File: src/shared/pdh_pkg.sv
// Constants, field layouts and carrier types of the host packet framer.
// Assumes one clock domain; link pins are synchronised inside the framer.
package pdh_pkg;
	// Register byte offsets
	localparam logic [3:0] PDH_OFS_CTRL = 4'h0;
	localparam logic [3:0] PDH_OFS_STAT = 4'h4;
	// Control bits
	localparam int PDH_CTRL_EN   = 0;
	localparam int PDH_CTRL_CKSM = 1;
	localparam int PDH_CTRL_TIME = 2;
	localparam int PDH_CTRL_ALL  = 3;
	localparam int PDH_CTRL_MCOL = 4;
	// Status bits; the fill count sits in bits 5:0
	localparam int PDH_STAT_OVF  = 8;
	localparam int PDH_STAT_STOP = 9;
	localparam int PDH_STAT_RUN  = 10;
	// Buffer shape and link bit count
	localparam logic [5:0] PDH_BUF_DEPTH = 6'h20;
	localparam logic [4:0] PDH_BIT_LAST  = 5'h1f;
	// Packet identifiers and error limits
	localparam logic [7:0] PDH_ID_BIW    = 8'h00;
	localparam logic [7:0] PDH_ID_ADR    = 8'h01;
	localparam logic [2:0] PDH_ERR_MAX   = 3'h2;
	localparam logic [2:0] PDH_ADR_LIM   = 3'h3;
	// Format field codes
	localparam logic [2:0] PDH_FMT_DATE  = 3'h1;
	localparam logic [2:0] PDH_FMT_TIME  = 3'h2;
	localparam logic [2:0] PDH_FMT_SYS   = 3'h5;
	// Address kinds and index bases
	localparam logic [1:0] PDH_AK_USER   = 2'h0;
	localparam logic [1:0] PDH_AK_TEMP   = 2'h1;
	localparam logic [7:0] PDH_IDX_TEMP  = 8'h80;
	localparam logic [7:0] PDH_IDX_OPER  = 8'h90;

	typedef enum logic [2:0] {
		LK_IDLE  = 3'b001,
		LK_SHIFT = 3'b010,
		LK_HOLD  = 3'b100
	} pdh_link_e;

	typedef enum logic [4:0] {
		SRC_PART = 5'b00001,
		SRC_SHUT = 5'b00010,
		SRC_ROAM = 5'b00100,
		SRC_BUF  = 5'b01000,
		SRC_STAT = 5'b10000
	} pdh_src_e;

	typedef struct packed {
		logic [3:0]  addr;
		logic [31:0] wdata;
		logic        wr;
		logic        rd;
	} pdh_bus_s;

	typedef struct packed {
		logic        valid;
		logic [1:0]  word_idx;  // 0 means word 1 of the phase
		logic [1:0]  phase;
		logic [2:0]  fmt;
		logic [13:0] info;
		logic [2:0]  err_cnt;   // Saturating count of bit errors
		logic        chk_fail;
	} pdh_biw_s;

	typedef struct packed {
		logic        valid;
		logic [2:0]  err_cnt;
		logic        match;     // Matches an enabled address
		logic [1:0]  kind;
		logic [3:0]  num;
		logic [1:0]  phase;
		logic        priority_flag;
		logic        long_flag;
		logic        second_word;
		logic        beep_only_flag;
		logic [6:0]  vector_word_number;
	} pdh_adr_s;

	typedef struct packed {
		logic        valid;
		logic [31:0] data;
	} pdh_word_s;
endpackage

File: src/logic/pdh_tx_framer.sv
// Decoder-to-host packet selector, buffer and serial shifter.
// Assumes event inputs come from logic on clk, at most one buffered event
// per cycle, and a link master that holds select high between packets.
`timescale 1ns/1ps
module pdh_tx_framer import pdh_pkg::*; #(
	parameter logic [31:0] PART_ID_WORD = 32'h00a5_0001 // Arbitrary value
) (
	// Clock and reset
	input  wire logic        clk,
	input  wire logic        sys_rst,
	// Register port
	input  wire pdh_bus_s    bus_req,
	output logic [31:0]      bus_rdata,
	// Decoder events
	input  wire pdh_biw_s    biw_ev,
	input  wire pdh_adr_s    adr_ev,
	input  wire pdh_word_s   data_ev,
	input  wire pdh_word_s   shut_ev,
	input  wire pdh_word_s   roam_ev,
	input  wire logic [31:0] status_word,
	// Serial link pins
	input  wire logic        spi_sck,
	input  wire logic        spi_cs_n,
	output logic             spi_miso,
	output logic             spi_miso_oe_n,
	// Decoder control
	output logic             decode_run,
	output logic             vector_skip,
	output logic             collapse_apply
);

	typedef struct packed {
		logic [31:0][31:0] mem;
		logic [4:0]        wp;
		logic [4:0]        rp;
		logic [5:0]        cnt;
		pdh_link_e         lk;
		pdh_src_e          src;
		logic              cur_buf;
		logic [31:0]       shreg;
		logic [4:0]        bitcnt;
		logic              miso;
		logic              miso_oe_n;
		logic [2:0]        sck_s;
		logic [2:0]        cs_s;
		logic              shut_pend;
		logic [31:0]       shut_word;
		logic              roam_pend;
		logic [31:0]       roam_word;
		logic [4:0]        ctrl;
		logic              ovf;
		logic              stopped;
		logic              run;
		logic              vskip;
		logic              coll_apply;
		logic [31:0]       rdata;
	} pdh_state_s;

	pdh_state_s q;
	pdh_state_s s;
	logic       push_w;
	logic       pop_w;
	logic       cs_act;
	logic       sck_rise;
	logic       sck_fall;

	// Register address match, used for writes and reads
	function automatic logic hit(input logic [3:0] a, input logic [3:0] ofs);
		hit = (a == ofs);
	endfunction

	// Information word packet layout
	function automatic logic [31:0] biw_pkt(input pdh_biw_s b, input logic err);
		biw_pkt = {PDH_ID_BIW, err, b.phase, 2'b00, b.fmt, 2'b00, b.info};
	endfunction

	// Address packet layout with index built from kind and address number num
	function automatic logic [31:0] adr_pkt(input pdh_adr_s a);
		logic [7:0] idx;
		logic       beep;
		idx = {4'h0, a.num};
		if (a.kind == PDH_AK_TEMP) begin
			idx = PDH_IDX_TEMP | {4'h0, a.num};
		end else if (a.kind != PDH_AK_USER) begin
			idx = PDH_IDX_OPER | {4'h0, a.num};
		end
		beep = a.beep_only_flag & (a.kind == PDH_AK_USER);
		adr_pkt = {PDH_ID_ADR, a.priority_flag, a.phase, a.long_flag, 4'h0,
			idx, beep, a.vector_word_number};
	endfunction

	assign cs_act   = ~q.cs_s[2];
	assign sck_rise = q.sck_s[1] & ~q.sck_s[2];
	assign sck_fall = ~q.sck_s[1] & q.sck_s[2];

	// Next-state logic for the whole block
	always_comb begin
		logic        err;
		logic        fwd;
		logic        consume;
		logic [31:0] pword;
		logic [31:0] pkt;
		pdh_src_e    sel;
		err     = 1'b0;
		fwd     = 1'b0;
		consume = 1'b0;
		pword   = 32'h0000_0000;
		pkt     = 32'h0000_0000;
		sel     = SRC_STAT;
		push_w  = 1'b0;
		pop_w   = 1'b0;
		s       = q;
		s.vskip = 1'b0;

		// Link pins pass two flops before edge detection
		s.sck_s = {q.sck_s[1:0], spi_sck};
		s.cs_s  = {q.cs_s[1:0], spi_cs_n};

		// Source choice, evaluated only when a transfer opens
		if (!q.ctrl[PDH_CTRL_CKSM]) begin
			sel = SRC_PART;
			pkt = PART_ID_WORD;
		end else if (q.shut_pend) begin
			sel = SRC_SHUT;
			pkt = q.shut_word;
		end else if (q.roam_pend) begin
			sel = SRC_ROAM;
			pkt = q.roam_word;
		end else if (q.cnt != 6'h00) begin
			sel = SRC_BUF;
			pkt = q.mem[q.rp];
		end else begin
			sel = SRC_STAT;
			pkt = status_word;
		end

		// Link shifter; data changes on falling clock, host samples on rising
		case (q.lk)
			LK_IDLE: begin
				if (cs_act) begin
					s.src       = sel;
					s.cur_buf   = (sel == SRC_BUF);
					s.shreg     = pkt;
					s.miso      = pkt[31];
					s.miso_oe_n = 1'b0;
					s.bitcnt    = 5'h00;
					s.lk        = LK_SHIFT;
				end
			end
			LK_SHIFT: begin
				if (!cs_act) begin
					// Aborted packet is not consumed and is chosen again
					s.lk        = LK_IDLE;
					s.miso_oe_n = 1'b1;
				end else if (sck_rise) begin
					if (q.bitcnt == PDH_BIT_LAST) begin
						consume = 1'b1;
						s.lk    = LK_HOLD;
					end else begin
						s.bitcnt = q.bitcnt + 5'h01;
					end
				end else if (sck_fall) begin
					s.shreg = {q.shreg[30:0], 1'b0};
					s.miso  = q.shreg[30];
				end
			end
			LK_HOLD: begin
				if (!cs_act) begin
					s.lk        = LK_IDLE;
					s.miso_oe_n = 1'b1;
				end
			end
			default: begin
				s.lk        = LK_IDLE;
				s.miso_oe_n = 1'b1;
			end
		endcase

		// Pending words leave as their transfer opens and return on an abort,
		// so a newer word that lands mid-transfer is still sent afterwards
		if (q.lk == LK_IDLE && cs_act && sel == SRC_SHUT) begin
			s.shut_pend = 1'b0;
		end
		if (q.lk == LK_SHIFT && !cs_act && q.src == SRC_SHUT) begin
			s.shut_pend = 1'b1;
		end
		if (q.lk == LK_IDLE && cs_act && sel == SRC_ROAM) begin
			s.roam_pend = 1'b0;
		end
		if (q.lk == LK_SHIFT && !cs_act && q.src == SRC_ROAM) begin
			s.roam_pend = 1'b1;
		end
		// A new event in the same cycle wins
		if (shut_ev.valid) begin
			s.shut_pend = 1'b1;
			s.shut_word = shut_ev.data;
		end
		if (roam_ev.valid) begin
			s.roam_pend = 1'b1;
			s.roam_word = roam_ev.data;
		end

		// Information word filter
		if (biw_ev.valid && q.run) begin
			err = (biw_ev.err_cnt > PDH_ERR_MAX) | biw_ev.chk_fail;
			if (biw_ev.word_idx == 2'h0) begin
				fwd = q.ctrl[PDH_CTRL_MCOL];
			end else begin
				fwd = q.ctrl[PDH_CTRL_ALL]
					| (err & q.ctrl[PDH_CTRL_TIME])
					| (q.ctrl[PDH_CTRL_TIME] & (biw_ev.fmt == PDH_FMT_DATE
					| biw_ev.fmt == PDH_FMT_TIME | biw_ev.fmt == PDH_FMT_SYS));
				s.vskip = (biw_ev.fmt == PDH_FMT_SYS);
			end
			push_w = fwd;
			pword  = biw_pkt(biw_ev, err);
		end else if (adr_ev.valid && q.run) begin
			// Long addresses report once, on their second word
			push_w = (adr_ev.err_cnt < PDH_ADR_LIM) & adr_ev.match
				& (~adr_ev.long_flag | adr_ev.second_word);
			pword  = adr_pkt(adr_ev);
		end else if (data_ev.valid && q.run) begin
			push_w = 1'b1;
			pword  = data_ev.data;
		end

		// Transmit buffer; pop only if the packet came from this buffer fill
		pop_w = consume & (q.src == SRC_BUF) & q.cur_buf & (q.cnt != 6'h00);
		if (pop_w) begin
			s.rp = q.rp + 5'h01;
		end
		if (push_w && q.cnt == PDH_BUF_DEPTH && !pop_w) begin
			// Overflow drops the whole queue rather than guess what to keep
			s.wp      = 5'h00;
			s.rp      = 5'h00;
			s.cnt     = 6'h00;
			s.cur_buf = 1'b0;
			s.stopped = 1'b1;
			s.ovf     = 1'b1;
		end else begin
			if (push_w) begin
				s.mem[q.wp] = pword;
				s.wp        = q.wp + 5'h01;
			end
			s.cnt = q.cnt + {5'h00, push_w} - {5'h00, pop_w};
		end

		// Register writes; hardware set of overflow wins over the clear
		if (bus_req.wr && hit(bus_req.addr, PDH_OFS_CTRL)) begin
			s.ctrl = bus_req.wdata[4:0];
			if (bus_req.wdata[PDH_CTRL_EN]) begin
				s.stopped = s.stopped & ~(q.cnt != PDH_BUF_DEPTH | ~push_w);
			end
		end
		if (bus_req.wr && hit(bus_req.addr, PDH_OFS_STAT)
			&& bus_req.wdata[PDH_STAT_OVF] && !s.ovf) begin
			s.ovf = 1'b0;
		end else if (bus_req.wr && hit(bus_req.addr, PDH_OFS_STAT)
			&& bus_req.wdata[PDH_STAT_OVF] && q.ovf && !(push_w
			&& q.cnt == PDH_BUF_DEPTH && !pop_w)) begin
			s.ovf = 1'b0;
		end

		// Register reads answer in the next cycle only
		s.rdata = 32'h0000_0000;
		if (bus_req.rd && hit(bus_req.addr, PDH_OFS_CTRL)) begin
			s.rdata = {27'h0000000, q.ctrl};
		end else if (bus_req.rd && hit(bus_req.addr, PDH_OFS_STAT)) begin
			s.rdata = {21'h000000, q.run, q.stopped, q.ovf, 2'h0, q.cnt};
		end

		// Decoder control outputs
		s.run        = s.ctrl[PDH_CTRL_EN] & s.ctrl[PDH_CTRL_CKSM] & ~s.stopped;
		s.coll_apply = ~s.ctrl[PDH_CTRL_MCOL];
	end

	// State register
	always_ff @(posedge clk) begin
		if (sys_rst) begin
			q            <= '0;
			q.lk         <= LK_IDLE;
			q.src        <= SRC_STAT;
			q.miso_oe_n  <= 1'b1;
			q.cs_s       <= 3'h7;
			q.coll_apply <= 1'b1;
		end else begin
			q <= s;
		end
	end

	// Outputs come straight from the state register
	assign bus_rdata      = q.rdata;
	assign spi_miso       = q.miso;
	assign spi_miso_oe_n  = q.miso_oe_n;
	assign decode_run     = q.run;
	assign vector_skip    = q.vskip;
	assign collapse_apply = q.coll_apply;

	// Checks on packet choice and buffer behaviour
	chk_part_only: assert property (@(posedge clk) disable iff (sys_rst)
		(q.lk == LK_IDLE && cs_act && !q.ctrl[PDH_CTRL_CKSM]) |=> q.src == SRC_PART)
		else $error("part identity not chosen while protected");

	chk_shut_first: assert property (@(posedge clk) disable iff (sys_rst)
		(q.lk == LK_IDLE && cs_act && q.ctrl[PDH_CTRL_CKSM] && q.shut_pend)
		|=> q.src == SRC_SHUT)
		else $error("pending shutdown not sent first");

	chk_roam_next: assert property (@(posedge clk) disable iff (sys_rst)
		(q.lk == LK_IDLE && cs_act && q.ctrl[PDH_CTRL_CKSM] && !q.shut_pend
		&& q.roam_pend) |=> q.src == SRC_ROAM)
		else $error("pending roaming status not sent second");

	chk_buf_stat: assert property (@(posedge clk) disable iff (sys_rst)
		(q.lk == LK_IDLE && cs_act && q.ctrl[PDH_CTRL_CKSM] && !q.shut_pend
		&& !q.roam_pend) |=> q.src == (($past(q.cnt) != 6'h00) ? SRC_BUF : SRC_STAT))
		else $error("buffer or status choice wrong");

	chk_msb_first: assert property (@(posedge clk) disable iff (sys_rst)
		(q.lk == LK_SHIFT && cs_act && sck_fall) |=> q.miso == $past(q.shreg[30]))
		else $error("serial bit order wrong");

	chk_pkt_stable: assert property (@(posedge clk) disable iff (sys_rst)
		(q.lk == LK_SHIFT) |=> (q.lk != LK_SHIFT || $stable(q.src)))
		else $error("packet source changed mid transfer");

	chk_ovf_clear: assert property (@(posedge clk) disable iff (sys_rst)
		(push_w && q.cnt == PDH_BUF_DEPTH && !pop_w)
		|=> (q.cnt == 6'h00 && q.stopped && !decode_run) ##1 !decode_run)
		else $error("overflow did not flush and stop");

	chk_adr_drop: assert property (@(posedge clk) disable iff (sys_rst)
		(adr_ev.valid && adr_ev.err_cnt >= PDH_ADR_LIM && !biw_ev.valid)
		|=> q.cnt <= $past(q.cnt))
		else $error("errored address was buffered");

	chk_sys_skip: assert property (@(posedge clk) disable iff (sys_rst)
		(biw_ev.valid && q.run && biw_ev.word_idx != 2'h0 && biw_ev.fmt == PDH_FMT_SYS)
		|=> vector_skip)
		else $error("system message did not skip vectors");

	chk_word1_held: assert property (@(posedge clk) disable iff (sys_rst)
		(biw_ev.valid && q.run && biw_ev.word_idx == 2'h0 && !q.ctrl[PDH_CTRL_MCOL])
		|=> q.cnt <= $past(q.cnt))
		else $error("first info word was buffered");

	chk_err_fwd: assert property (@(posedge clk) disable iff (sys_rst)
		(biw_ev.valid && q.run && biw_ev.word_idx != 2'h0 && biw_ev.chk_fail
		&& q.ctrl[PDH_CTRL_TIME]) |-> push_w)
		else $error("uncorrectable info word not forwarded");

	chk_long_once: assert property (@(posedge clk) disable iff (sys_rst)
		(adr_ev.valid && !biw_ev.valid && adr_ev.long_flag && !adr_ev.second_word)
		|=> q.cnt <= $past(q.cnt))
		else $error("first word of long address was buffered");
endmodule

File: config.mk
export PLATFORM = sky130hd
export DESIGN_NAME = pdh_tx_framer
export DESIGN_NICKNAME = d
export VERILOG_FILES = /design/src/shared/pdh_pkg.sv /design/src/logic/pdh_tx_framer.sv
export SDC_FILE = /design/constraint.sdc
export NUM_CORES = 2
export LEC_CHECK = 0
export BUFFER_PORTS_ARGS = -buffer_cell sky130_fd_sc_hd__buf_4
export CORE_MARGIN = 2
export CORE_UTILIZATION = 60
export DETAILED_ROUTE_END_ITERATION = 6
export PLACE_DENSITY = 0.79
export SLEW_MARGIN = 15
export SYNTH_ARGS = -nofsm -noshare
export SYNTH_HDL_FRONTEND = slang
export SYNTH_SLANG_ARGS = --single-unit
File: constraint.sdc
create_clock -name clk -period 6.55 [get_ports clk]
set_input_delay 0.9825 -clock clk [delete_from_list [all_inputs] [get_ports clk]]
set_output_delay 0.9825 -clock clk [all_outputs]
set_load 0.05 [all_outputs]
Word level (Yosys, flattened, before mapping)
Cells that the tools add are included.
- output and inout bits: 37
- input bits: 223
- flip-flop bits (word level): 1178
- logic and storage cells: 221
- add/subtract/negate cells: 5
- magnitude comparators: 5
- equality and inequality tests: 27
- bitwise operators: 31
- multiplexer cells: 54
- reductions and logical operators: 42
- operators with widths (operator ; number):
    $bwmux 1024 ; 1
    $mux 32 ; 9
    $bmux 32 s5 ; 1
    $demux 32 s5 ; 1
    $pmux 37 s2 ; 1
    $mux 33 ; 2
    $mux 31 ; 2
    $mux 48 ; 1
    $mux 5 ; 9
    $mux 37 ; 1
    $logic_and 1x1->1 ; 20
    $mux 1 ; 17
    $mux 8 ; 2
    $add 5x1->5 const B ; 3
    $ne 2x2->1 const B ; 7
    $and 1x1->1 ; 13
    $lt 5x6->1 const B ; 2
    $mux 3 ; 4
    $not 1->1 ; 11
    $eq 5x2->1 const B ; 2
    $eq 5x3->1 const B ; 2
    $eq 5x4->1 const B ; 2
    $reduce_and 5->1 ; 2
    $pmux 3 s3 ; 1
    28 further kinds ; 48

Longest topological paths before layout
- depth after elaboration: 16
- mapped depth: 16
- mapped depth without buffers: 15

Worst setup path before layout
OpenSTA, ideal clock, no wires.
- kind: in2reg
- from: in adr_ev[23] in the netlist's numbering
- to: reg q[166] in the netlist's numbering
- slack: 2.825 ns
- stages on the path: 16
- setup time: 0.128 ns
- path buffers: 3
- arrival: 3.597 ns
- data required time: 6.422 ns
- cells stage by stage: and3b_1 clkbuf_1 a41oi_1 a211oi_1 buf_2 buf_2 nand2_1 ha_1 inv_1 ha_1 fa_1 a21oi_1 nor2_1 nor2_1 xor2_1 nor2_1
- word-level cells in the longest chain between the ends: 6
- elaborated cells on any way between the ends: 8
- classes of those cells: add/sub (2); mux (2); reduce/logical (4)
- RTL lines (what ; line ; RTL):
    from (decl) ; pdh_tx_framer.sv:16 ; input wire pdh_adr_s adr_ev,
    $logic_and 1x1->1 (*) ; pdh_tx_framer.sv:217 ; end else if (adr_ev.valid && q.run) begin
    $mux 1 (*) ; pdh_tx_framer.sv:217 ;
    $mux 1 (*) ; pdh_tx_framer.sv:204 ; if (biw_ev.valid && q.run) begin
    branches (longest 3 deep; another with $add 6x1->6) ; -- ;
    to (signal assigned) ; pdh_tx_framer.sv:287 ; q <= s;
    to (decl) ; pdh_tx_framer.sv:59 ; pdh_state_s q;
Mark *: on every way between the ends.
A chain may end at the register's enable or synchronous reset.

Worst setup path in the final report
- from: reg q[160] in the netlist's numbering
- to: reg q[1087] in the netlist's numbering
- word-level cells in the longest chain between the ends: 9
- RTL lines (what ; line ; RTL):
    $eq 3x2->1 ; pdh_tx_framer.sv:138 ; case (q.lk)
    $mux 1 ; pdh_tx_framer.sv:138 ;
    $and 1x1->1 (3 in a row) ; pdh_tx_framer.sv:228 ; pop_w = consume & (q.src == SRC_BUF) & q.cur_buf & (q.cnt != 6'h00);
    $logic_not 1->1 ; pdh_tx_framer.sv:232 ; if (push_w && q.cnt == PDH_BUF_DEPTH && !pop_w) begin
    $logic_and 1x1->1 ; pdh_tx_framer.sv:232 ;
    $not 1->1 (no source line) ; -- ;
    $reduce_and 2->1 (no source line) ; -- ;
No other way between the ends.

==> results.cfg <==
[timing]
post-route-period-util_pct = 67.3
fin_skew_ns = 0.0311
tightest_slew_ns = 1.18
hold_violations = 0
slew_viol_final = 0
slew_headroom_pct = 21.4
setup_viol_count_final = 0
fmax_mhz = 227
finalCriticalPeriod_ns = 4.41
finalSetupTns_ns = 0
rsz0062_at_grt = false

[clock_tree]
root_buffer = clkbuf_16
clock-sinks = 1178
numCtsBuffers = 115
cts_setup_buffers = 0
insertion_delay_ns = 0.69
ctsHoldBuffers = 0
clock_path_buffers = 3
htree_levels = 3
clk_pin_slew_ns = 0.06
postCtsResizedCells = 0
cts_tree = yes

[finish]
n_antenna_cell = 0
nNetsFinal = 5278
fin_cells = 6296
drive_above_1_share_pct = 14.1
area_growth_syn_to_layout_pct = 9.64

[synthesis]
synth_most_common_cell = mux2i_1
ys.flop_type = dfxtp_1
synth-seq-cells = 1178
synthDistinctLibCells = 68
synth_top_area_share_pct = 44.4
synth_edf_count = 0
syn_avg_cell_area_um2 = 10.4
synthCells = 5125
seq_area_frac_synth_pct = 44.4
synthesis.area_um2 = 53200
synth_top_cell_by_area = dfxtp_1
async_flop_share_pct = 0
synth_common_cells = mux2i_1, dfxtp_1, nand2_1
yosys_warnings = 0
synth.area.top_cells = dfxtp_1, mux2i_1, mux4_2

[worst_setup_path]
r2r-end = q[1087]
ff2ff_setup_slack_ns = 2.14
worstSetupEndpointType = flip-flop
critical_path_class = reg2reg
crit_end = q[1087]
rr_worst_depth = 7
worstPathRequired_ns = 7.07
critical_path_arrival_ns = 4.93
crit_fanout = 23
cp-startpoint = q[160]
start_kind = flip-flop
r2r_start = q[160]

[floorplanning]
start_util_pct = 60.3
rows = 109
die-area_um2 = 91000
core_um2 = 88100
fp.dieW_um = 302
die_y_um = 302
ios = 260

[global_routing]
grt_overflow = 0
grt_util_all_layers_pct = 31.4
grt_max_degree = 207
grt_pass1_vias = 38400
grt_pass1_wl_um = 222000
antenna_found_initial = 4

[route]
drt-wirelength-per-cell_um = 23.2
wirelength_um = 146000
ant_nets = 0
num_vias = 38900
vias_per_cell = 6.18
met3WireLength_um = 10900
post-route-drc-count = 0
wl_met1_um = 58400
wl_met2_um = 70000
top_layer = met5
drt_first_pass_iters = 6
initialDrtViolationCount = 4158

[flow_run]
drv_cap = 0

[pwr]
p_leak_uw = 0.0267
p_per_area_nw_per_um2 = 246
ir_worst_vdd_mv = 0.333

[outcome]
status = finished, final reports clean

[placed_design]
io_buffers = 210
hpwl_um = 79800
placedCellCount = 6086
place_congestion = 0.827

[min_path]
hold_path_class = reg2reg
[logic make-up (layout without fill, tap and decap cells)]
group / Yosys count / in the layout / synth area share [%]
AND/OR/NAND/NOR: 1521 / 1521 / 12.5
multiplexers: 1422 / 1422 / 31.4
flip-flops: 1178 / 1178 / 44.4
buffers and inverters: 565 / 549 / 5.52
AO/OA/AOI/OAI: 412 / 412 / 5.65
adder cells (fa/ha/maj): 17 / 17 / 0.414
XOR/XNOR: 9 / 9 / 0.148
other: 1 / 23 / 0.00705
[report_power, final]
part | switching (µW) | internal, µW
sequential | 17.4 | 7190
clock | 2820 | 3990
combinational | 226 | 121
total | 3070 | 11300
[metrics by stage]
step / util (%) / instance area, µm² / worst slack, ns / hold slack (ns) / total power (µW)
2_1_floorplan: - / 53200 / 2.83 / 0.389 / 7580
3_3_place_gp: 61.7 / 54400 / 1.82 / 0.393 / 7710
3_5_place_dp: 61.7 / 54400 / 1.79 / 0.412 / 7710
4_1_cts: 66.2 / 58300 / 2.18 / 0.434 / 14400
5_1_grt: 66.2 / 58300 / 2.04 / 0.456 / 14700
6_report: 66.2 / 58300 / 2.14 / 0.433 / 14400
[how the worst min path moves through the flow]
stage	startpoint	to	slack [ns]	depth (start not counted)
after floorplan	q[108]	q[109]	0.39	1
after global placement	q[109]	q[110]	0.39	1
after detailed placement	q[108]	q[109]	0.41	1
after CTS	q[109]	q[110]	0.43	1
after global routing	q[109]	q[110]	0.46	1
final	q[109]	q[110]	0.43	1
[critical path: stages (launching register included)]
cell	delay (ns)
dfxtp_1	0.47
or3b_1	0.59
or3_1	0.48
o21ai_4	0.62
buf_4	0.58
nand4_4	0.73
buf_4	0.58
mux2i_1	0.17
[layer usage]
layer  track usage [%]  up-vias
met5                 0        -
li1                  -    17700
met1              40.3    19200
met3              4.78      370
met2              52.6     1587
met4              13.9        6
[cells in the final DEF, fill, tap and decap left out, drive strengths merged, types with 28 or more instances in the layout]
| cell | instances |
|---|---|
| clkbuf | 176 |
| a31oi | 28 |
| buf | 299 |
| inv | 45 |
| a211oi | 35 |
| o22ai | 30 |
| a21oi | 61 |
| and2 | 40 |
| dfxtp | 1178 |
| nand2 | 1164 |
| mux2i | 1225 |
| mux4 | 196 |
| nand3 | 49 |
| a22o | 31 |
| o211ai | 41 |
| nor2 | 131 |
| nand4 | 62 |
| a22oi | 61 |
[registers in the layout, indices dropped and copies added, names as in the netlist]
| name | cells |
|---|---|
| q | 1164 |
| bus_rdata | 9 |
| collapse_apply | 1 |
| decode_run | 1 |
| spi_miso | 1 |
| spi_miso_oe_n | 1 |
| vector_skip | 1 |
[cell type report]
cell class | instances | area, µm²
inverters | 40 | 158
fillers | 6566 | 29800
repair buffers | 299 | 2370
multi-input cells | 3404 | 26800
well taps | 1165 | 1460
clock inverters | 34 | 500
flip-flops and latches | 1178 | 23600
clock buffers | 176 | 3390
Power figures use the tool's default switching activity.
